### src/hdl/lkd_pkg.sv
// package: constants, field layout and types of the lock detect and dither control block
// assumes a single 200 MHz clock and a classic wishbone register bus
package lkd_pkg;

    localparam int CLK_PERIOD_PS = 5000;

    // register byte addresses
    localparam logic [3:0] LKD_ADDR_CTRL     = 4'h0;
    localparam logic [3:0] LKD_ADDR_STATUS   = 4'h4;
    localparam logic [3:0] LKD_ADDR_IRQ_STAT = 4'h8;
    localparam logic [3:0] LKD_ADDR_IRQ_MASK = 4'hC;

    // control field positions
    localparam int CTRL_DITHER_STRENGTH_SEL_LSB  = 0;
    localparam int CTRL_HIZ_BIT   = 2;
    localparam int CTRL_WIN_LSB   = 3;
    localparam int CTRL_PIN_LSB   = 6;
    localparam int CTRL_ORDER_LSB = 10;
    localparam int CTRL_WIDTH     = 13;

    // irq bit positions
    localparam int IRQ_LOCK_GAIN = 0;
    localparam int IRQ_LOCK_LOSS = 1;
    localparam int IRQ_REF_LOSS  = 2;
    localparam int IRQ_WIDTH     = 3;

    // reset values
    localparam logic [1:0] DITHER_STRENGTH_SEL_RST  = 2'h3;
    localparam logic       HIZ_RST   = 1'b0;
    localparam logic [2:0] WIN_RST   = 3'h0;
    localparam logic [3:0] PIN_RST   = 4'h0;
    localparam logic [2:0] ORDER_RST = 3'h0;

    // dither strength codes
    localparam logic [1:0] DITHER_STRENGTH_SEL_WEAK   = 2'h0;
    localparam logic [1:0] DITHER_STRENGTH_SEL_MEDIUM = 2'h1;
    localparam logic [1:0] DITHER_STRENGTH_SEL_STRONG = 2'h2;
    localparam logic [1:0] DITHER_STRENGTH_SEL_OFF    = 2'h3;

    // test pin function codes
    localparam logic [3:0] PIN_HIZ      = 4'h0;
    localparam logic [3:0] PIN_HIGH     = 4'h1;
    localparam logic [3:0] PIN_LOW      = 4'h2;
    localparam logic [3:0] PIN_LOCK_PP  = 4'h3;
    localparam logic [3:0] PIN_LOCK_INV = 4'h4;
    localparam logic [3:0] PIN_LOCK_OD  = 4'h5;

    localparam logic [2:0] WIN_CODE_MAX   = 3'h5;
    localparam logic [2:0] ORDER_CODE_MAX = 3'h4;

    // lock window sizes in ps, codes 0..5
    localparam int WIN0_PS = 3500;
    localparam int WIN1_PS = 5500;
    localparam int WIN2_PS = 7500;
    localparam int WIN3_PS = 9500;
    localparam int WIN4_PS = 11500;
    localparam int WIN5_PS = 13500;

    localparam logic [2:0] LOCK_COUNT  = 3'h5;
    localparam int         CNT_W       = 8;
    localparam int         REF_LOSS_NS = 1000;
    localparam int         REF_LOSS_CYC = REF_LOSS_NS * 1000 / CLK_PERIOD_PS;

    typedef struct packed {
        logic [2:0] order;
        logic [3:0] pin_sel;
        logic [2:0] win;
        logic       hiz;
        logic [1:0] dither_strength_sel;
    } lkd_ctrl_t;

    typedef struct packed {
        logic       valid;
        logic       in_window;
    } lkd_cmp_t;

    // a longest time rounds down, never below one cycle
    function automatic logic [CNT_W-1:0] win_cycles(input logic [2:0] code);
        int ps;
        int cyc;
        case (code)
            3'h0:    ps = WIN0_PS;
            3'h1:    ps = WIN1_PS;
            3'h2:    ps = WIN2_PS;
            3'h3:    ps = WIN3_PS;
            3'h4:    ps = WIN4_PS;
            default: ps = WIN5_PS;
        endcase
        cyc = ps / CLK_PERIOD_PS;
        if (cyc < 1)
        begin
            cyc = 1;
        end
        return cyc[CNT_W-1:0];
    endfunction : win_cycles

endpackage : lkd_pkg

### src/hdl/lkd_sync.sv
// two flip-flop synchroniser for a group of asynchronous levels
// assumes the inputs change slowly relative to clk_i
`timescale 1ns/1ps
`default_nettype none
module lkd_sync
    import lkd_pkg::*;
#(
    parameter int W = 2
)(
    input  wire logic         clk_i,
    input  wire logic         rst_i,
    input  wire logic [W-1:0] async_i,
    output var  logic [W-1:0] sync_o
);
    logic [W-1:0] meta_reg;

    // first stage feeds only the second
    always_ff @(posedge clk_i)
    begin
        if (rst_i)
        begin
            meta_reg <= '0;
            sync_o   <= '0;
        end
        else
        begin
            meta_reg <= async_i;
            sync_o   <= meta_reg;
        end
    end
endmodule : lkd_sync
`default_nettype wire

### src/hdl/lkd_phase_cmp.sv
// measures divider edge offset per comparison, checks it against the window
// assumes synchronised divider outputs on clk_i
`timescale 1ns/1ps
`default_nettype none
module lkd_phase_cmp
    import lkd_pkg::*;
(
    input  wire logic             clk_i,
    input  wire logic             rst_i,
    input  wire logic             ref_i,
    input  wire logic             fb_i,
    input  wire logic [CNT_W-1:0] win_cyc_i,
    output var  lkd_cmp_t         cmp_o
);
    typedef enum {CMP_IDLE, CMP_WAIT_FB, CMP_WAIT_REF} lkd_cmp_state_t;

    lkd_cmp_state_t   state_reg;
    logic             ref_d_reg;
    logic             fb_d_reg;
    logic [CNT_W-1:0] cnt_reg;
    logic             ref_rise;
    logic             fb_rise;
    logic             cnt_max;

    assign ref_rise = ref_i & ~ref_d_reg;
    assign fb_rise  = fb_i & ~fb_d_reg;
    assign cnt_max  = (cnt_reg == '1);

    always_ff @(posedge clk_i)
    begin
        if (rst_i)
        begin
            ref_d_reg <= 1'b0;
            fb_d_reg  <= 1'b0;
        end
        else
        begin
            ref_d_reg <= ref_i;
            fb_d_reg  <= fb_i;
        end
    end

    // window read at the closing edge, so a new code also applies to a compare already in progress
    always_ff @(posedge clk_i)
    begin
        if (rst_i)
        begin
            state_reg <= CMP_IDLE;
            cnt_reg   <= '0;
            cmp_o     <= '0;
        end
        else
        begin
            cmp_o <= '0;
            case (state_reg)
                CMP_IDLE:
                begin
                    cnt_reg <= 8'h01;
                    if (ref_rise && fb_rise)
                    begin
                        cmp_o <= '{valid: 1'b1, in_window: 1'b1};
                    end
                    else if (ref_rise)
                    begin
                        state_reg <= CMP_WAIT_FB;
                    end
                    else if (fb_rise)
                    begin
                        state_reg <= CMP_WAIT_REF;
                    end
                end
                CMP_WAIT_FB, CMP_WAIT_REF:
                begin
                    if ((state_reg == CMP_WAIT_FB) ? fb_rise : ref_rise)
                    begin
                        cmp_o     <= '{valid: 1'b1, in_window: (cnt_reg < win_cyc_i)};
                        state_reg <= CMP_IDLE;
                    end
                    else if (((state_reg == CMP_WAIT_FB) ? ref_rise : fb_rise) || cnt_max)
                    begin
                        // a repeated edge or a stall is a miss; restart from idle
                        cmp_o     <= '{valid: 1'b1, in_window: 1'b0};
                        state_reg <= CMP_IDLE;
                    end
                    else
                    begin
                        cnt_reg <= cnt_reg + 8'h01;
                    end
                end
                default: state_reg <= CMP_IDLE;
            endcase
        end
    end
endmodule : lkd_phase_cmp
`default_nettype wire

### src/hdl/lkd_top.sv
// digital lock detect, dither strength and charge pump hi-z control
// assumes divider outputs arrive asynchronously; registers on classic wishbone
// How it works
// - dither field picks weak, medium, strong, off
// - pump hi-z bit floats the charge pump
// - lock after five consecutive in-window comparisons
// - test pin goes high when locked
// - one out-of-window comparison drops lock
// - lost reference forces the unlocked state
// - window codes 0..5, 6 and 7 reserved
// - pin selector: 3 true, 4 inverse, 5 open drain
// - order codes 0..4 valid, 5..7 illegal
//
// The register addresses and register access over Wishbone were left to the implementer.
`timescale 1ns/1ps
`default_nettype none
module lkd_top
    import lkd_pkg::*;
#(
    parameter int REF_LOSS_CYCLES = REF_LOSS_CYC
)(
    input  wire logic        clk_i,
    input  wire logic        rst_i,
    input  wire logic        wb_cyc_i,
    input  wire logic        wb_stb_i,
    input  wire logic        wb_we_i,
    input  wire logic [3:0]  wb_adr_i,
    input  wire logic [3:0]  wb_sel_i,
    input  wire logic [31:0] wb_dat_i,
    output var  logic [31:0] wb_dat_o,
    output var  logic        wb_ack_o,
    input  wire logic        ref_div_i,
    input  wire logic        fb_div_i,
    output var  logic [1:0]  dither_strength_sel_o,
    output var  logic        dither_enable_o,
    output var  logic [2:0]  modulator_order_o,
    output var  logic        pump_hiz_enable_o,
    output var  logic        test_lock_pin_o,
    output var  logic        test_lock_pin_oe_o,
    output var  logic        irq_o
);
    lkd_ctrl_t               ctrl_reg;
    logic [IRQ_WIDTH-1:0]    irq_stat_reg;
    logic [IRQ_WIDTH-1:0]    irq_mask_reg;
    logic [1:0]              div_sync;
    lkd_cmp_t                cmp;
    logic [CNT_W-1:0]        win_cyc;
    logic [2:0]              count_reg;
    logic                    ref_lost_reg;
    logic [31:0]             loss_cnt_reg;
    logic                    ref_d_reg;
    logic                    ref_rise;
    logic                    wr_stb;
    logic [IRQ_WIDTH-1:0]    irq_event;
    lkd_ctrl_t               wr_ctrl;

    typedef enum {LK_UNLOCKED, LK_LOCKED} lkd_lock_state_t;
    lkd_lock_state_t         lock_reg;

    lkd_sync #(.W(2)) u_sync (
        .clk_i   (clk_i),
        .rst_i   (rst_i),
        .async_i ({ref_div_i, fb_div_i}),
        .sync_o  (div_sync)
    );

    assign win_cyc = win_cycles(ctrl_reg.win);

    lkd_phase_cmp u_cmp (
        .clk_i     (clk_i),
        .rst_i     (rst_i),
        .ref_i     (div_sync[1]),
        .fb_i      (div_sync[0]),
        .win_cyc_i (win_cyc),
        .cmp_o     (cmp)
    );

    // bus: ack one cycle after request, write at the edge where ack is seen
    assign wr_stb  = wb_cyc_i & wb_stb_i & wb_we_i & wb_ack_o;
    assign wr_ctrl = lkd_ctrl_t'(wb_dat_i[CTRL_WIDTH-1:0]);

    always_ff @(posedge clk_i)
    begin
        if (rst_i)
        begin
            wb_ack_o <= 1'b0;
            wb_dat_o <= 32'h00000000;
        end
        else
        begin
            wb_ack_o <= wb_cyc_i & wb_stb_i & ~wb_ack_o;
            wb_dat_o <= 32'h00000000;
            if (wb_cyc_i && wb_stb_i && !wb_ack_o)
            begin
                case (wb_adr_i)
                    LKD_ADDR_CTRL:     wb_dat_o <= {19'h00000, ctrl_reg};
                    LKD_ADDR_STATUS:   wb_dat_o <= {27'h0, ref_lost_reg, count_reg,
                                                    (lock_reg == LK_LOCKED)};
                    LKD_ADDR_IRQ_STAT: wb_dat_o <= {29'h00000000, irq_stat_reg};
                    LKD_ADDR_IRQ_MASK: wb_dat_o <= {29'h00000000, irq_mask_reg};
                    default:           wb_dat_o <= 32'h00000000;
                endcase
            end
        end
    end

    // reserved window and illegal order codes are dropped, keeping the old value
    always_ff @(posedge clk_i)
    begin
        if (rst_i)
        begin
            ctrl_reg <= '{order: ORDER_RST, pin_sel: PIN_RST, win: WIN_RST,
                          hiz: HIZ_RST, dither_strength_sel: DITHER_STRENGTH_SEL_RST};
        end
        else if (wr_stb && wb_adr_i == LKD_ADDR_CTRL)
        begin
            if (wb_sel_i[0])
            begin
                ctrl_reg.dither_strength_sel <= wr_ctrl.dither_strength_sel;
                ctrl_reg.hiz  <= wr_ctrl.hiz;
                if (wr_ctrl.win <= WIN_CODE_MAX)
                begin
                    ctrl_reg.win <= wr_ctrl.win;
                end
                ctrl_reg.pin_sel[1:0] <= wr_ctrl.pin_sel[1:0];
            end
            if (wb_sel_i[1])
            begin
                ctrl_reg.pin_sel[3:2] <= wr_ctrl.pin_sel[3:2];
                if (wr_ctrl.order <= ORDER_CODE_MAX)
                begin
                    ctrl_reg.order <= wr_ctrl.order;
                end
            end
        end
    end

    // reference loss watchdog, counts clocks since the last reference edge
    assign ref_rise = div_sync[1] & ~ref_d_reg;

    always_ff @(posedge clk_i)
    begin
        if (rst_i)
        begin
            ref_d_reg    <= 1'b0;
            loss_cnt_reg <= 32'h00000000;
            ref_lost_reg <= 1'b0;
        end
        else
        begin
            ref_d_reg <= div_sync[1];
            if (ref_rise)
            begin
                loss_cnt_reg <= 32'h00000000;
                ref_lost_reg <= 1'b0;
            end
            else if (loss_cnt_reg >= 32'(REF_LOSS_CYCLES))
            begin
                ref_lost_reg <= 1'b1;
            end
            else
            begin
                loss_cnt_reg <= loss_cnt_reg + 32'h00000001;
            end
        end
    end

    // lock state with shared acquire and release window
    always_ff @(posedge clk_i)
    begin
        if (rst_i)
        begin
            lock_reg  <= LK_UNLOCKED;
            count_reg <= 3'h0;
        end
        else if (ref_lost_reg)
        begin
            lock_reg  <= LK_UNLOCKED;
            count_reg <= 3'h0;
        end
        else if (cmp.valid)
        begin
            case (lock_reg)
                LK_UNLOCKED:
                begin
                    if (!cmp.in_window)
                    begin
                        count_reg <= 3'h0;
                    end
                    else if (count_reg == LOCK_COUNT - 3'h1)
                    begin
                        lock_reg  <= LK_LOCKED;
                        count_reg <= 3'h0;
                    end
                    else
                    begin
                        count_reg <= count_reg + 3'h1;
                    end
                end
                LK_LOCKED:
                begin
                    if (!cmp.in_window)
                    begin
                        lock_reg <= LK_UNLOCKED;
                    end
                end
                default: lock_reg <= LK_UNLOCKED;
            endcase
        end
    end

    // sticky events; a new event beats a same-cycle clear
    assign irq_event[IRQ_LOCK_GAIN] = (lock_reg == LK_UNLOCKED) && !ref_lost_reg && cmp.valid
                                      && cmp.in_window && count_reg == LOCK_COUNT - 3'h1;
    assign irq_event[IRQ_LOCK_LOSS] = (lock_reg == LK_LOCKED) && (ref_lost_reg
                                      || (cmp.valid && !cmp.in_window));
    assign irq_event[IRQ_REF_LOSS]  = !ref_lost_reg && !ref_rise
                                      && loss_cnt_reg >= 32'(REF_LOSS_CYCLES);

    always_ff @(posedge clk_i)
    begin
        if (rst_i)
        begin
            irq_stat_reg <= '0;
            irq_mask_reg <= '0;
        end
        else
        begin
            if (wr_stb && wb_adr_i == LKD_ADDR_IRQ_STAT && wb_sel_i[0])
            begin
                irq_stat_reg <= (irq_stat_reg & ~wb_dat_i[IRQ_WIDTH-1:0]) | irq_event;
            end
            else
            begin
                irq_stat_reg <= irq_stat_reg | irq_event;
            end
            if (wr_stb && wb_adr_i == LKD_ADDR_IRQ_MASK && wb_sel_i[0])
            begin
                irq_mask_reg <= wb_dat_i[IRQ_WIDTH-1:0];
            end
        end
    end

    // outputs, all registered
    always_ff @(posedge clk_i)
    begin
        if (rst_i)
        begin
            dither_strength_sel_o <= DITHER_STRENGTH_SEL_RST;
            dither_enable_o       <= 1'b0;
            modulator_order_o     <= ORDER_RST;
            pump_hiz_enable_o     <= HIZ_RST;
            irq_o                 <= 1'b0;
        end
        else
        begin
            dither_strength_sel_o <= ctrl_reg.dither_strength_sel;
            dither_enable_o       <= (ctrl_reg.dither_strength_sel != DITHER_STRENGTH_SEL_OFF);
            modulator_order_o     <= ctrl_reg.order;
            pump_hiz_enable_o     <= ctrl_reg.hiz;
            irq_o                 <= |(irq_stat_reg & irq_mask_reg);
        end
    end

    // analog and diagnostic selections live elsewhere; pin floats for them
    always_ff @(posedge clk_i)
    begin
        if (rst_i)
        begin
            test_lock_pin_o    <= 1'b0;
            test_lock_pin_oe_o <= 1'b0;
        end
        else
        begin
            case (ctrl_reg.pin_sel)
                PIN_HIGH:
                begin
                    test_lock_pin_o    <= 1'b1;
                    test_lock_pin_oe_o <= 1'b1;
                end
                PIN_LOW:
                begin
                    test_lock_pin_o    <= 1'b0;
                    test_lock_pin_oe_o <= 1'b1;
                end
                PIN_LOCK_PP:
                begin
                    test_lock_pin_o    <= (lock_reg == LK_LOCKED);
                    test_lock_pin_oe_o <= 1'b1;
                end
                PIN_LOCK_INV:
                begin
                    test_lock_pin_o    <= (lock_reg != LK_LOCKED);
                    test_lock_pin_oe_o <= 1'b1;
                end
                PIN_LOCK_OD:
                begin
                    test_lock_pin_o    <= 1'b0;
                    test_lock_pin_oe_o <= (lock_reg != LK_LOCKED);
                end
                default:
                begin
                    test_lock_pin_o    <= 1'b0;
                    test_lock_pin_oe_o <= 1'b0;
                end
            endcase
        end
    end

    a_lock_after_five: assert property (@(posedge clk_i) disable iff (rst_i)
        (lock_reg == LK_UNLOCKED ##1 lock_reg == LK_LOCKED)
        |-> $past(count_reg) == LOCK_COUNT - 3'h1 && $past(cmp.valid && cmp.in_window))
        else $error("lock declared without five good comparisons");
    a_drop_on_miss: assert property (@(posedge clk_i) disable iff (rst_i)
        (lock_reg == LK_LOCKED && cmp.valid && !cmp.in_window) |=> lock_reg == LK_UNLOCKED)
        else $error("lock held after out-of-window comparison");
    a_hold_lock: assert property (@(posedge clk_i) disable iff (rst_i)
        (lock_reg == LK_LOCKED && !ref_lost_reg && !(cmp.valid && !cmp.in_window))
        |=> lock_reg == LK_LOCKED)
        else $error("lock dropped without cause");
    a_ref_loss_unlock: assert property (@(posedge clk_i) disable iff (rst_i)
        ref_lost_reg |=> lock_reg == LK_UNLOCKED && count_reg == 3'h0)
        else $error("lock kept with reference gone");
    a_count_clear: assert property (@(posedge clk_i) disable iff (rst_i)
        (lock_reg == LK_UNLOCKED && cmp.valid && !cmp.in_window) |=> count_reg == 3'h0)
        else $error("count not cleared on miss");
    a_pin_true_lock: assert property (@(posedge clk_i) disable iff (rst_i)
        (ctrl_reg.pin_sel == PIN_LOCK_PP && $stable(ctrl_reg.pin_sel) && lock_reg == LK_LOCKED)
        ##1 $stable(lock_reg) |-> test_lock_pin_o && test_lock_pin_oe_o)
        else $error("test pin not high while locked");
    a_pin_open_drain: assert property (@(posedge clk_i) disable iff (rst_i)
        ctrl_reg.pin_sel == PIN_LOCK_OD |=> !test_lock_pin_o)
        else $error("open drain mode drove the pin high");
    a_pump_hiz: assert property (@(posedge clk_i) disable iff (rst_i)
        ##1 pump_hiz_enable_o == $past(ctrl_reg.hiz))
        else $error("pump hi-z does not follow its bit");
    a_dither_off: assert property (@(posedge clk_i) disable iff (rst_i)
        ctrl_reg.dither_strength_sel == DITHER_STRENGTH_SEL_OFF |=> !dither_enable_o)
        else $error("dither enabled with strength off");
    a_window_legal: assert property (@(posedge clk_i) disable iff (rst_i)
        ctrl_reg.win <= WIN_CODE_MAX && ctrl_reg.order <= ORDER_CODE_MAX)
        else $error("reserved window or illegal order stored");
endmodule : lkd_top
`default_nettype wire

### config.mk
export PLATFORM = sky130hd
export DESIGN_NAME = lkd_top
export DESIGN_NICKNAME = d
export VERILOG_FILES = /design/src/hdl/lkd_pkg.sv /design/src/hdl/lkd_sync.sv /design/src/hdl/lkd_phase_cmp.sv /design/src/hdl/lkd_top.sv
export SDC_FILE = /design/constraint.sdc
export NUM_CORES = 1
export LEC_CHECK = 0
export ABC_AREA = 1
export ABC_CLOCK_PERIOD_IN_PS = 1360
export BUFFER_PORTS_ARGS = -buffer_cell sky130_fd_sc_hd__buf_2
export CAP_MARGIN = 40
export CORE_ASPECT_RATIO = 1.1
export CORE_UTILIZATION = 49
export CTS_BUF_LIST = sky130_fd_sc_hd__clkbuf_16
export CTS_CLUSTER_SIZE = 24
export DETAILED_ROUTE_END_ITERATION = 10
export GPL_ROUTABILITY_DRIVEN = 0
export GPL_TIMING_DRIVEN = 0
export PLACE_DENSITY = 0.75
export SYNTH_ARGS = -nofsm -noshare
export SYNTH_HDL_FRONTEND = slang
export SYNTH_SLANG_ARGS = --single-unit
### constraint.sdc
create_clock -name clk_i -period 1.36 [get_ports clk_i]
set_input_delay 0.068 -clock clk_i [delete_from_list [all_inputs] [get_ports clk_i]]
set_output_delay 0.068 -clock clk_i [all_outputs]
set_load 0.01 [all_outputs]
---- Word level (Yosys, flattened, before mapping) ----
Index checks and enable logic that the tools add are counted.
cells by class
  reductions and logical operators ........ 42
  bitwise operators ....................... 15
  $add $sub $neg .......................... 3
  order comparisons ....................... 5
  multiplexer cells ....................... 27
  div/mod/pow operators ................... 1
  eq/ne operators ......................... 29
operator list
  cell                                                                                   number
  32-bit two-way mux                                                                     8
  32-bit one-hot mux with 2 select lines                                                 2
  32-bit by 2-bit == test with 1-bit output (second input constant)                      3
  32-bit zero test                                                                       3
  14-bit one-hot mux with 5 select lines                                                 1
  32-bit by 1-bit == test with 1-bit output (second input constant)                      2
  13-bit one-hot mux with 4 select lines                                                 1
  32-bit by 1-bit adder with 32-bit output (second input constant)                       1
  32-bit by 14-bit divider with 32-bit output (second input constant)                    1
  32-bit by 8-bit greater-or-equal comparator with 1-bit output (second input constant)  1
  32-bit by 2-bit less-than comparator with 1-bit output (second input constant)         1
  32-bit by 2-bit inequality test with 1-bit output (second input constant)              1
  8-bit two-way mux                                                                      3
  1-bit logical AND                                                                      16
  8-bit one-hot mux with 2 select lines                                                  1
  4-bit by 3-bit == test with 1-bit output (second input constant)                       3
  2-bit inequality test (second input constant)                                          6
  3-bit AND reduction                                                                    4
  3-bit two-way mux                                                                      3
  8-bit by 1-bit adder with 8-bit output (second input constant)                         1
  4-bit by 2-bit == test with 1-bit output (second input constant)                       2
  4-bit == test (second input constant)                                                  2
  8-bit == test (second input constant)                                                  1
  8-bit less-than comparator                                                             1
  other kinds (29)                                                                       54
word-level totals
  output and inout port bits .............. 43
  register bits after elaboration ......... 178
  bits of input ports ..................... 47
  logic and storage cells ................. 151

---- Longest topological paths before layout ----
Gate-level depths: netlist of run 1.
  depth in word-level cells ............... 8
  gate-level depth with buffers ........... 12
  mapped depth without buffers ............ 12

---- Modules after synthesis ----
Synthesis of run 1 repeated with hierarchy kept, for this count alone.
second synthesis, totals
  cells, all modules ...................... 600
  area total of the unflattened synthesis .. 4,404.2 um^2
modules (own cells, without submodules)
  module         seq. area each (um^2)  cells each  times used  area an instance (um^2)
  lkd_top        1,621.6                431         1           3,313.2
  lkd_phase_cmp  280.3                  157         1           980.9
  lkd_sync       80.1                   12          1           110.1

---- Least setup slack after synthesis of run 1 ----
No wires, ideal clock.
  kind .................................... register -> register
  from .................................... register ctrl_reg[4] (netlist bit)
  to ...................................... register u_cmp.cmp_o[0] (netlist bit)
  stages on the path, launching flop included .. 13
  data required time ...................... 1.290 ns
  buffers on the path ..................... 0
  path slack .............................. -0.071 ns
  setup time .............................. 0.070 ns
  arrival time ............................ 1.361 ns
  path through ............................ dfxtp_1 inv_1 nand2_1 o21ai_0 ha_1 inv_1 nand2_1 ha_1 nor2_1 nand3_1 nor2_1 nand4_1 a21oi_1
between the ends
  cells in the longest elaborated chain, start to end .. 8
RTL lines
  what                                                    RTL line             text
  from (decl)                                             lkd_top.sv:42        lkd_ctrl_t ctrl_reg;
  from (signal assigned)                                  lkd_top.sv:112       ctrl_reg <= '{order: ORDER_RST, pin_sel: PIN_RST, win: WIN_RST,
  3-bit == test, or another cell as far along             lkd_pkg.sv:81        case (code)
  14-bit one-hot mux with 5 select lines *                lkd_pkg.sv:81
  32-bit by 14-bit divider with 32-bit output *           lkd_pkg.sv:89        cyc = ps / CLK_PERIOD_PS;
  32-bit by 2-bit less-than comparator with 1-bit output  lkd_pkg.sv:90        if (cyc < 1)
  8-bit two-way mux *                                     lkd_pkg.sv:90
  8-bit less-than comparator *                            lkd_phase_cmp.sv:76  cmp_o <= '{valid: 1'b1, in_window: (cnt_reg < win_cyc_i)};
  2-bit two-way mux *                                     lkd_phase_cmp.sv:74  if ((state_reg == CMP_WAIT_FB) ? fb_rise : ref_rise)
  2-bit one-hot mux with 2 select lines *                 lkd_phase_cmp.sv:55  case (state_reg)
  to (signal assigned)                                    lkd_phase_cmp.sv:61  cmp_o <= '{valid: 1'b1, in_window: 1'b1};
  to (signal assigned)                                    lkd_phase_cmp.sv:76
  to (signal assigned)                                    lkd_phase_cmp.sv:82  cmp_o <= '{valid: 1'b1, in_window: 1'b0};
  to (decl)                                               lkd_phase_cmp.sv:13  output var lkd_cmp_t cmp_o
Mark *: on every way between the ends. The rest lies on a longest branch, timed or not.
A chain may end at the register's enable or synchronous reset.

---- Final worst setup path of run 1 ----
  from .................................... register ctrl_reg[3] (netlist bit)
  to ...................................... register u_cmp.cmp_o[0] (netlist bit)
Same word-level chain as after synthesis.

==> results of run 1 <==
routing by layer:
layer,up-vias,wire length [um],global-route usage [%]
met2,129,4620,35.2
li1,1932,-,-
met1,1689,3900,22.9
met3,24,530,3.94
met5,-,0,0
met4,0,212,10.3
power breakdown:
part	total, uW	internal (uW)	leakage [uW]	switching, uW
clock network	2490	1300	0.000146	1190
logic	407	168	0.00142	239
registers	2910	2890	0.000797	20.5
through the flow:
step | power, uW | worst slack, ns
3_5_place_dp | 3300 | -0.146
6_report | 5810 | -0.253
5_1_grt | 6010 | -0.298
4_1_cts | 5790 | -0.134
3_3_place_gp | 3290 | -0.125
2_1_floorplan | 3200 | -0.0217
cell usage after synthesis (2+ instances only):
| master | instances | area [um^2] |
|---|---|---|
| nor2_1 | 89 | 334 |
| inv_1 | 92 | 345 |
| nand2_2 | 3 | 18.8 |
| nor2_4 | 4 | 45.0 |
| nand2_1 | 105 | 394 |
| o21ai_1 | 6 | 30.0 |
| nand3_1 | 28 | 140 |
| buf_2 | 3 | 15.0 |
| a21oi_1 | 39 | 195 |
| ha_1 | 10 | 125 |
| xor2_1 | 4 | 35.0 |
| nor3_1 | 12 | 60.1 |
| buf_4 | 19 | 143 |
| o22ai_1 | 4 | 25.0 |
| dfxtp_1 | 98 | 1960 |
| nand4_1 | 5 | 31.3 |
| inv_2 | 3 | 11.3 |
| nand2_4 | 2 | 22.5 |
| o211ai_1 | 3 | 22.5 |
| o21ai_0 | 20 | 100 |
| clkbuf_1 | 7 | 26.3 |
repair_timing:
action / in CTS / in global routing
endpoints found under the hold margin: 8 / 0
gates cloned: 0 / 2
setup endpoints to repair: 22 / 51
setup buffers: 7 / 6
hold buffers: 8 / 0
pin swaps: 7 / 15
gates resized for setup: 13 / 47
cell type report:
class                      count  area (um^2)
tap                          111          139
multi-input combinational    364         1910
inverter                      96          364
clock inverter                 7         71.3
fill                         690         3000
buffer                        29          188
clock buffer                   9          225
sequential                    98         1980
timing repair inverter         1         7.51
timing repair buffer          69          430
cell families (layout without fill, tap and decap cells):
family | count (synthesis) | in the layout
fa+ha+maj | 10 | 10
other cells | 1 | 19
flops | 98 | 98
simple gates | 254 | 255
xor+xnor | 5 | 5
compound gates | 75 | 75
buf+inv | 125 | 211
path summary, 6_finish.rpt:
| kind | from | to | cells after the start |
|---|---|---|---|
| worst max-delay path | ctrl_reg[3] | u_cmp.cmp_o[0] | 12 |
| worst max register to register | ctrl_reg[3] | u_cmp.cmp_o[0] | 12 |
| worst min register to register | u_sync.meta_reg[0] | u_sync.sync_o[0] | 2 |
| worst min-delay path | wb_dat_i[7] | ctrl_reg[7] | 3 |
worst reg2reg max path, cell delays in order, from the launching register on:
cell and delay (ns):
dfxtp_2 0.34, inv_2 0.05, nand2_1 0.06, o21ai_1 0.06
ha_2 0.18, inv_2 0.05, nand2_2 0.06, ha_4 0.15
nor2_2 0.07, nand3_1 0.06, nor2_1 0.16, nand4_1 0.13
a21oi_1 0.17
==> impl_results.md, run 1 <==
- Setup TNS: -0.294 ns
- Crit path capture type: register
- Syn-to-layout area delta: 27.0%
- CP max FO: 3
- Largest family of logic cells by synthesized area: simple AND/OR/NAND/NOR gates
- Failing checks: setup timing
- Cell area after layout: 5320 um^2
- Clk Latency, worst-skew pair: 0.35 ns
- Clk pin slew, worst setup/hold paths: 0.07 ns
- CTS root buf: clkbuf_16
- Post-synthesis sequential area ratio: 46.8%
- Final setup viols: 3
- All-Layer GR Usage: 19.9%
- Post-Layout Cell Count: 784
- Simple-gate share of the synthesized area: 26.6%
- Synthesis Warnings: 0
- Vias in the first global route: 3408
- WL per Instance: 11.8 um
- Die Y-Extent: 99.0 um
- RSZ-0062 raised after global routing: yes
- Critical Path Most Common Cell: inv_2
- Synth Area in Adders: 2.99%
- DR vias/cell: 4.81
- Slowest CP cell: dfxtp_2
- First-pass GRT wire length: 14400 um
- H-Tree Depth: 3
- Layout cell share with drive strength beyond 1: 24.7%
- Synth Area in Compound Gates: 9.47%
- Worst setup margin: -0.253 ns
- Crit-path max cell delay: 0.34 ns
- Worst Tran Pin Value: 0.583 ns
- DR DRC count: 0
- Number of I/O pins: 90
- Yosys reg bits: 98
- Antenna Cells: 0
- Critical path arrival: 1.88 ns
- Mux cell area share after synthesis: 0%
- Final worst-path cycle share: 119%
- Router iterations before antenna repair: 5
- Mapped Cells: 568
- Mean post-synth cell area: 7.38 um^2
- Leakage: 0.00236 uW
- Die width: 90.2 um
- Max Clock Freq: 0.620 GHz
- Commonest non-fill, non-tap cell in the layout: nand2_1
- Fin. max-slew vios: 0
- Port bufs: 48
- TritonCTS clock tree: yes
- Clock Skew: 0.0103 ns
- Die area: 8920 um^2
- Post-synth design cell area: 4190 um^2
- Critical path class: reg2reg
- Minimum clock period: 1.61 ns
- Via count of the routed design: 3774
- WL final: 9260 um
- DP Cell Count: 745
- Drt first-iter violations: 247
- Crit-path leading delay family: simple AND/OR/NAND/NOR gates
- Peak VDD IR: 0.765 mV
- Synth Area in XOR/XNOR: 1.05%
- WP buf/inv: 2
- Num CTS Buffers: 9
- Initial Util: 50.3%
- Number of synthesized flops with an enable pin: 0
- Nets: 725
- Initial antenna violation count: 0
- Max Root-Sink Buffers: 2
- Run status: finished, violations left
- Commonest cells after routing, fill and taps aside: 94 x nand2_1, 86 x dfxtp_1, 85 x inv_1, 82 x nor2_1, 52 x buf_2
- Power density cells: 1090 nW/um^2
- Crit-path cells: inv_2 -> nand2_1 -> o21ai_1 -> ha_2 -> inv_2 -> nand2_2 -> ha_4 -> nor2_2 -> nand3_1 -> nor2_1 -> nand4_1 -> a21oi_1
- WHS: 0.00202 ns
- Largest net degree at the start of global routing: 20
- Placed Area: 4640 um^2
- CP Data Required Time: 1.63 ns
- Row Count: 35
- Crit path launch type: register
- Final number of hold-violating endpoints: 0
- Min-delay worst type: in2reg
- Grt total ovfl: 0
- Post-Route Utilization: 64.0%
- R2r setup slk: -0.25 ns
- Max cap viols: 0
- Synth async-reset ratio: 0%
- Antenna Nets Post-Route: 0
- Core Area: 8320 um^2
- Max reg flops: 32
- Clock Sinks: 98
- Count of different cell masters after synthesis: 33
- Post-DP HPWL: 6050 um
- Rel. slew slack: 61.2%
- Top_reg_cell synth: dfxtp_1
No activity file was read; power rests on OpenSTA's default activity.
==> inputs of run 2 (changes only) <==
- SKIP_LAST_GASP: default -> 1
==> run 2 against run 1 <==
Against the previous run: the flow still finishes with violations (setup timing); total power shrank 0.17%; clock-buffer cell count did not move; utilization shrank 0.090 points; via count is 1.5% higher; final cell count unchanged; sequential cell count unchanged; critical path depth is the same; setup slack got worse by 0.0096 ns; combinational power increased by 1%; first-iteration DRC count fell by 17%; register-to-register slack is essentially flat; sequential power about the same; largest power group unchanged; highest routed layer unchanged.
==> impl_results.md, run 2 (synthesis gave the netlist of run 1 again) <==
- Initial Util: 50.3%
- Die Y-Extent: 99.0 um
- Commonest cells after routing, fill and taps aside: 95 x nand2_1, 86 x dfxtp_1, 85 x inv_1, 82 x nor2_1, 52 x buf_2
- Sequential fraction of design power: 50.2%
- R2r setup slk: -0.26 ns
- Final number of hold-violating endpoints: 0
- Multi-input logic area: 1910 um^2
- Max Clock Freq: 0.616 GHz
- H-Tree Depth: 3
- Worst setup margin: -0.262 ns
- Final setup viols: 4
- Post-DP HPWL: 6050 um
- Storage element area: 1980 um^2
- DR DRC count: 0
- Setup TNS: -0.375 ns
- WL per Instance: 11.9 um
- Row Count: 35
- Max reg flops: 32
- CTS root buf: clkbuf_16
- Final worst-path cycle share: 119%
- Rel. slew slack: 58.3%
- Die area: 8920 um^2
- All-Layer GR Usage: 19.9%
- Port bufs: 48
- Initial antenna violation count: 0
- Die width: 90.2 um
- Antenna Cells: 0
- Clock share of power: 42.7%
- Antenna Nets Post-Route: 0
- Syn-to-layout area delta: 26.9%
- Grt total ovfl: 0
- TritonCTS clock tree: yes
- Power density cells: 1090 nW/um^2
- Fin. max-slew vios: 0
- CP Data Required Time: 1.63 ns
- Run status: finished, violations left
- Failing checks: setup timing
- NetSw: 1440 uW
- Clock Sinks: 98
- CP max FO: 3
- Critical path arrival: 1.89 ns
- Via count of the routed design: 3831
- Largest net degree at the start of global routing: 20
- RSZ-0062 raised after global routing: yes
- Num CTS Buffers: 9
- Worst Tran Pin Value: 0.626 ns
- Gate power share: 7.1%
- Critical path class: reg2reg
- DR vias/cell: 4.89
- Clk Latency, worst-skew pair: 0.34 ns
- Clock Skew: 0.00876 ns
- Fillers: 695
- Router iterations before antenna repair: 5
- Max Root-Sink Buffers: 2
- Leakage: 0.00236 uW
- Crit path capture type: register
- First-pass GRT wire length: 14400 um
- Clk pin slew, worst setup/hold paths: 0.07 ns
- P_int: 4360 uW
- Sw frac: 24.9%
- Min-delay worst type: in2reg
- Peak VDD IR: 0.846 mV
- Number of I/O pins: 90
- Post-Route Utilization: 63.9%
- Crit path launch type: register
- WL final: 9340 um
- Nets: 725
- Drt first-iter violations: 206
- Commonest non-fill, non-tap cell in the layout: nand2_1
- WHS: 0.00593 ns
- Core Area: 8320 um^2
- Max cap viols: 0
- Layout cell share with drive strength beyond 1: 24.5%
- Minimum clock period: 1.62 ns
- Vias in the first global route: 3408
[run 2: cell counts in the layout (fill, tap and decap cells not counted)]
Identical to the previous run, type by type.
[run 2: critical path: stages, from the launching register on]
cell     delay [ns]
dfxtp_2        0.35
inv_2          0.05
nand2_1        0.05
o21ai_1        0.06
ha_2           0.18
inv_2          0.05
nand2_2        0.06
ha_4           0.16
nor2_2         0.07
nand3_1        0.08
nor2_1         0.16
nand4_1        0.13
a21oi_1        0.16
[run 2: area by class of cell]
cell class / instances / area share [%]
plain buffers: 29 / 3.53
clock buffers: 9 / 4.24
clock inverters: 7 / 1.34
inverters: 96 / 6.85
multi-input cells: 364 / 35.9
flip-flops and latches: 98 / 37.3
well taps: 111 / 2.61
repair buffers: 69 / 8.10
repair inverters: 1 / 0.141
[run 2: worst paths after layout]
kind / startpoint / endpoint / cells past startpoint
max: ctrl_reg[4] / u_cmp.cmp_o[0] / 12
min: wb_dat_i[7] / ctrl_reg[7] / 3
max reg2reg: ctrl_reg[4] / u_cmp.cmp_o[0] / 12
min reg2reg: u_sync.meta_reg[0] / u_sync.sync_o[0] / 2
[run 2: timing repair]
action                                  4_1_cts  5_1_grt
pin swaps                                     7       15
endpoints found under the setup margin       22       51
setup buffers                                 7        6
resized for setup                            13       45
hold endpoints to repair                      8        0
gates cloned                                  0        2
hold buffers                                  8        0
[run 2: power groups by stage]
stage                     combinational, uW  clock, uW  sequential [uW]
final                                   411       2480             2910
after detailed placement                321          0             2980
after floorplan                         228          0             2970
after global placement                  312          0             2970
after CTS                               355       2520             2910
after global routing                    448       2640             2910
[run 2: routing by layer]
layer  part of all wire, %  track usage [%]  up-vias
li1                      -                -     1937
met1                    40             22.9     1685
met2                    49             35.2      166
met3                   6.6             3.94       43
met4                   4.0             10.3        0
met5                     0                0        -
[run 2: through the flow]
stage | power, uW | area [um^2] | cells | worst slack, ns
after CTS | 5790 | 5120 | 776 | -0.134
after detailed placement | 3300 | 4640 | 745 | -0.146
final | 5800 | 5310 | 784 | -0.262
after floorplan | 3200 | 4260 | 586 | -0.0217
after global routing | 6000 | 5310 | 784 | -0.381
after global placement | 3290 | 4640 | 745 | -0.125
==> inputs of run 3 (changes only) <==
- REMOVE_ABC_BUFFERS: default -> 1
==> run 3 against run 2 <==
Against the previous run: the flow still finishes with violations (setup timing); critical path depth unchanged; wire length down 7.3%; utilization down 2.9 points; via count down 4.7%; clock-buffer cell count unchanged; register-to-register slack better by 0.08 ns; combinational power down 18%; clock power down 2%; die area unchanged; cell area down 4.6%.
==> impl_results.md, run 3 (synthesis gave the netlist of run 1 again) <==
- Grt total ovfl: 0
- Vias in the first global route: 3244
- WL final: 8660 um
- Nets: 695
- Min-delay worst type: in2reg
- All-Layer GR Usage: 18.9%
- Clk Latency, worst-skew pair: 0.34 ns
- Final worst-path cycle share: 113%
- Die width: 90.2 um
- Syn-to-layout area delta: 21.0%
- Peak VDD IR: 0.825 mV
- Max reg flops: 32
- Multi-input logic area: 1880 um^2
- Drt first-iter violations: 150
- WP buf/inv: 2
- R2r setup slk: -0.18 ns
- Fin. max-slew vios: 0
- Crit-path max cell delay: 0.36 ns
- Met2 global-route usage: 32.8%
- DR DRC count: 0
- Dpl ws: -0.306 ns
- Critical path endpoint: u_cmp.cmp_o[0]
- WHS: 0.0251 ns
- M1 GR Usage: 21.6%
- H-Tree Depth: 3
- Layout cell share with drive strength beyond 1: 22.7%
- Largest net degree at the start of global routing: 27
- Clk pin slew, worst setup/hold paths: 0.07 ns
- Met3 usage: 4.55%
- Crit-path cells: inv_2 -> nand2_2 -> o21ai_2 -> ha_2 -> inv_2 -> nand2_1 -> ha_2 -> nor2_2 -> nand3_1 -> nor2_1 -> nand4_1 -> a21oi_1
- Rel. slew slack: 49.6%
- Minimum clock period: 1.54 ns
- Worst setup margin: -0.182 ns
- Crit path capture type: register
- Commonest non-fill, non-tap cell in the layout: nand2_1
- Run status: finished, violations left
- Via count of the routed design: 3652
- Router iterations before antenna repair: 4
- Reg-to-reg endpoint: u_cmp.cmp_o[0]
- DP Cell Count: 718
- Clock Sinks: 98
- Crit-path leading delay family: simple AND/OR/NAND/NOR gates
- Power density cells: 1120 nW/um^2
- Fillers: 733
- Crit path launch type: register
- Port bufs: 49
- TritonCTS clock tree: yes
- WL per Instance: 11.5 um
- Antenna Nets Post-Route: 0
- Die area: 8920 um^2
- Row Count: 35
- Final number of hold-violating endpoints: 0
- Commonest cells after routing, fill and taps aside: 94 x nand2_1, 85 x inv_1, 84 x dfxtp_1, 83 x nor2_1, 49 x buf_2
- First-pass GRT wire length: 13700 um
- Launch point of the critical path: ctrl_reg[4]
- CP Data Required Time: 1.63 ns
- Crit path depth: 12
- Post-DP HPWL: 5780 um
- Antenna Cells: 0
- Slowest CP cell: dfxtp_2
- Number of I/O pins: 90
- Max Clock Freq: 0.648 GHz
- Setup TNS: -0.212 ns
- Worst Tran Pin Value: 0.755 ns
- Initial antenna violation count: 0
- R2r worst-path depth: 12
- Num CTS Buffers: 9
- GR peak layer: met2
- Clock Skew: 0.00725 ns
- Max cap viols: 0
- Die Y-Extent: 99.0 um
- Post-Layout Cell Count: 754
- Max Root-Sink Buffers: 2
- Failing checks: setup timing
- Critical path class: reg2reg
- DR vias/cell: 4.84
- Initial Util: 50.3%
- Core Area: 8320 um^2
- Critical path arrival: 1.81 ns
- Storage element area: 1980 um^2
- Leakage: 0.00220 uW
- RSZ-0062 raised after global routing: yes
- Launching point of the worst reg2reg path: ctrl_reg[4]
- CP max FO: 3
- Final setup viols: 5
- CTS root buf: clkbuf_16
- Post-Route Utilization: 60.9%
==> run 3: through the flow <==
stage	power (uW)	area (um^2)
detailed placement	3250	4470
finish	5670	5070
global route	5880	5070
global placement	3240	4460
floorplan	3140	4070
CTS	5690	4890
==> run 3: how the worst min path moves through the flow <==
stage	cells past startpoint	start	slack [ns]	end
finish	3	wb_dat_i[10]	0.03	ctrl_reg[10]
global route	3	wb_dat_i[9]	0.04	ctrl_reg[9]
CTS	3	wb_dat_i[9]	0.02	ctrl_reg[9]
detailed placement	3	ref_div_i	0.28	u_sync.meta_reg[1]
global placement	3	ref_div_i	0.27	u_sync.meta_reg[1]
floorplan	1	rst_i	0.14	irq_stat_reg[1]
==> run 3: layout make-up <==
type	instances	share of cell area, %
flip-flops and latches	98	39.1
multi-input cells	364	37.1
repair buffers	68	8.15
repair inverters	1	0.0987
clock buffers	9	4.44
inverters	96	7.26
well taps	111	2.74
clock inverters	7	1.16
==> run 3: repair_timing <==
action	4_1_cts	5_1_grt
gates cloned	0	2
endpoints found under the setup margin	15	31
endpoints found under the hold margin	7	0
setup buffers	4	7
pin swaps	8	22
hold buffers	7	0
resized for setup	21	40
==> run 3: where the power goes <==
part	switching (uW)	internal [uW]	leakage, uW
Clock	1140	1270	0.000134
Sequential	20.9	2890	0.000798
Combinational	217	123	0.00127
==> run 3: tightest hold or removal path, delay by kind of cell <==
family | cells | cell delay, ns
buffers and inverters | 1 | 0.09
AND/OR/NAND/NOR | 2 | 0.16
==> run 3: routing by layer <==
metal  wire, um  part of all wire, %
met1       3750                   43
met2       4320                   50
met3        407                  4.7
met4        184                  2.1
met5          0                    0
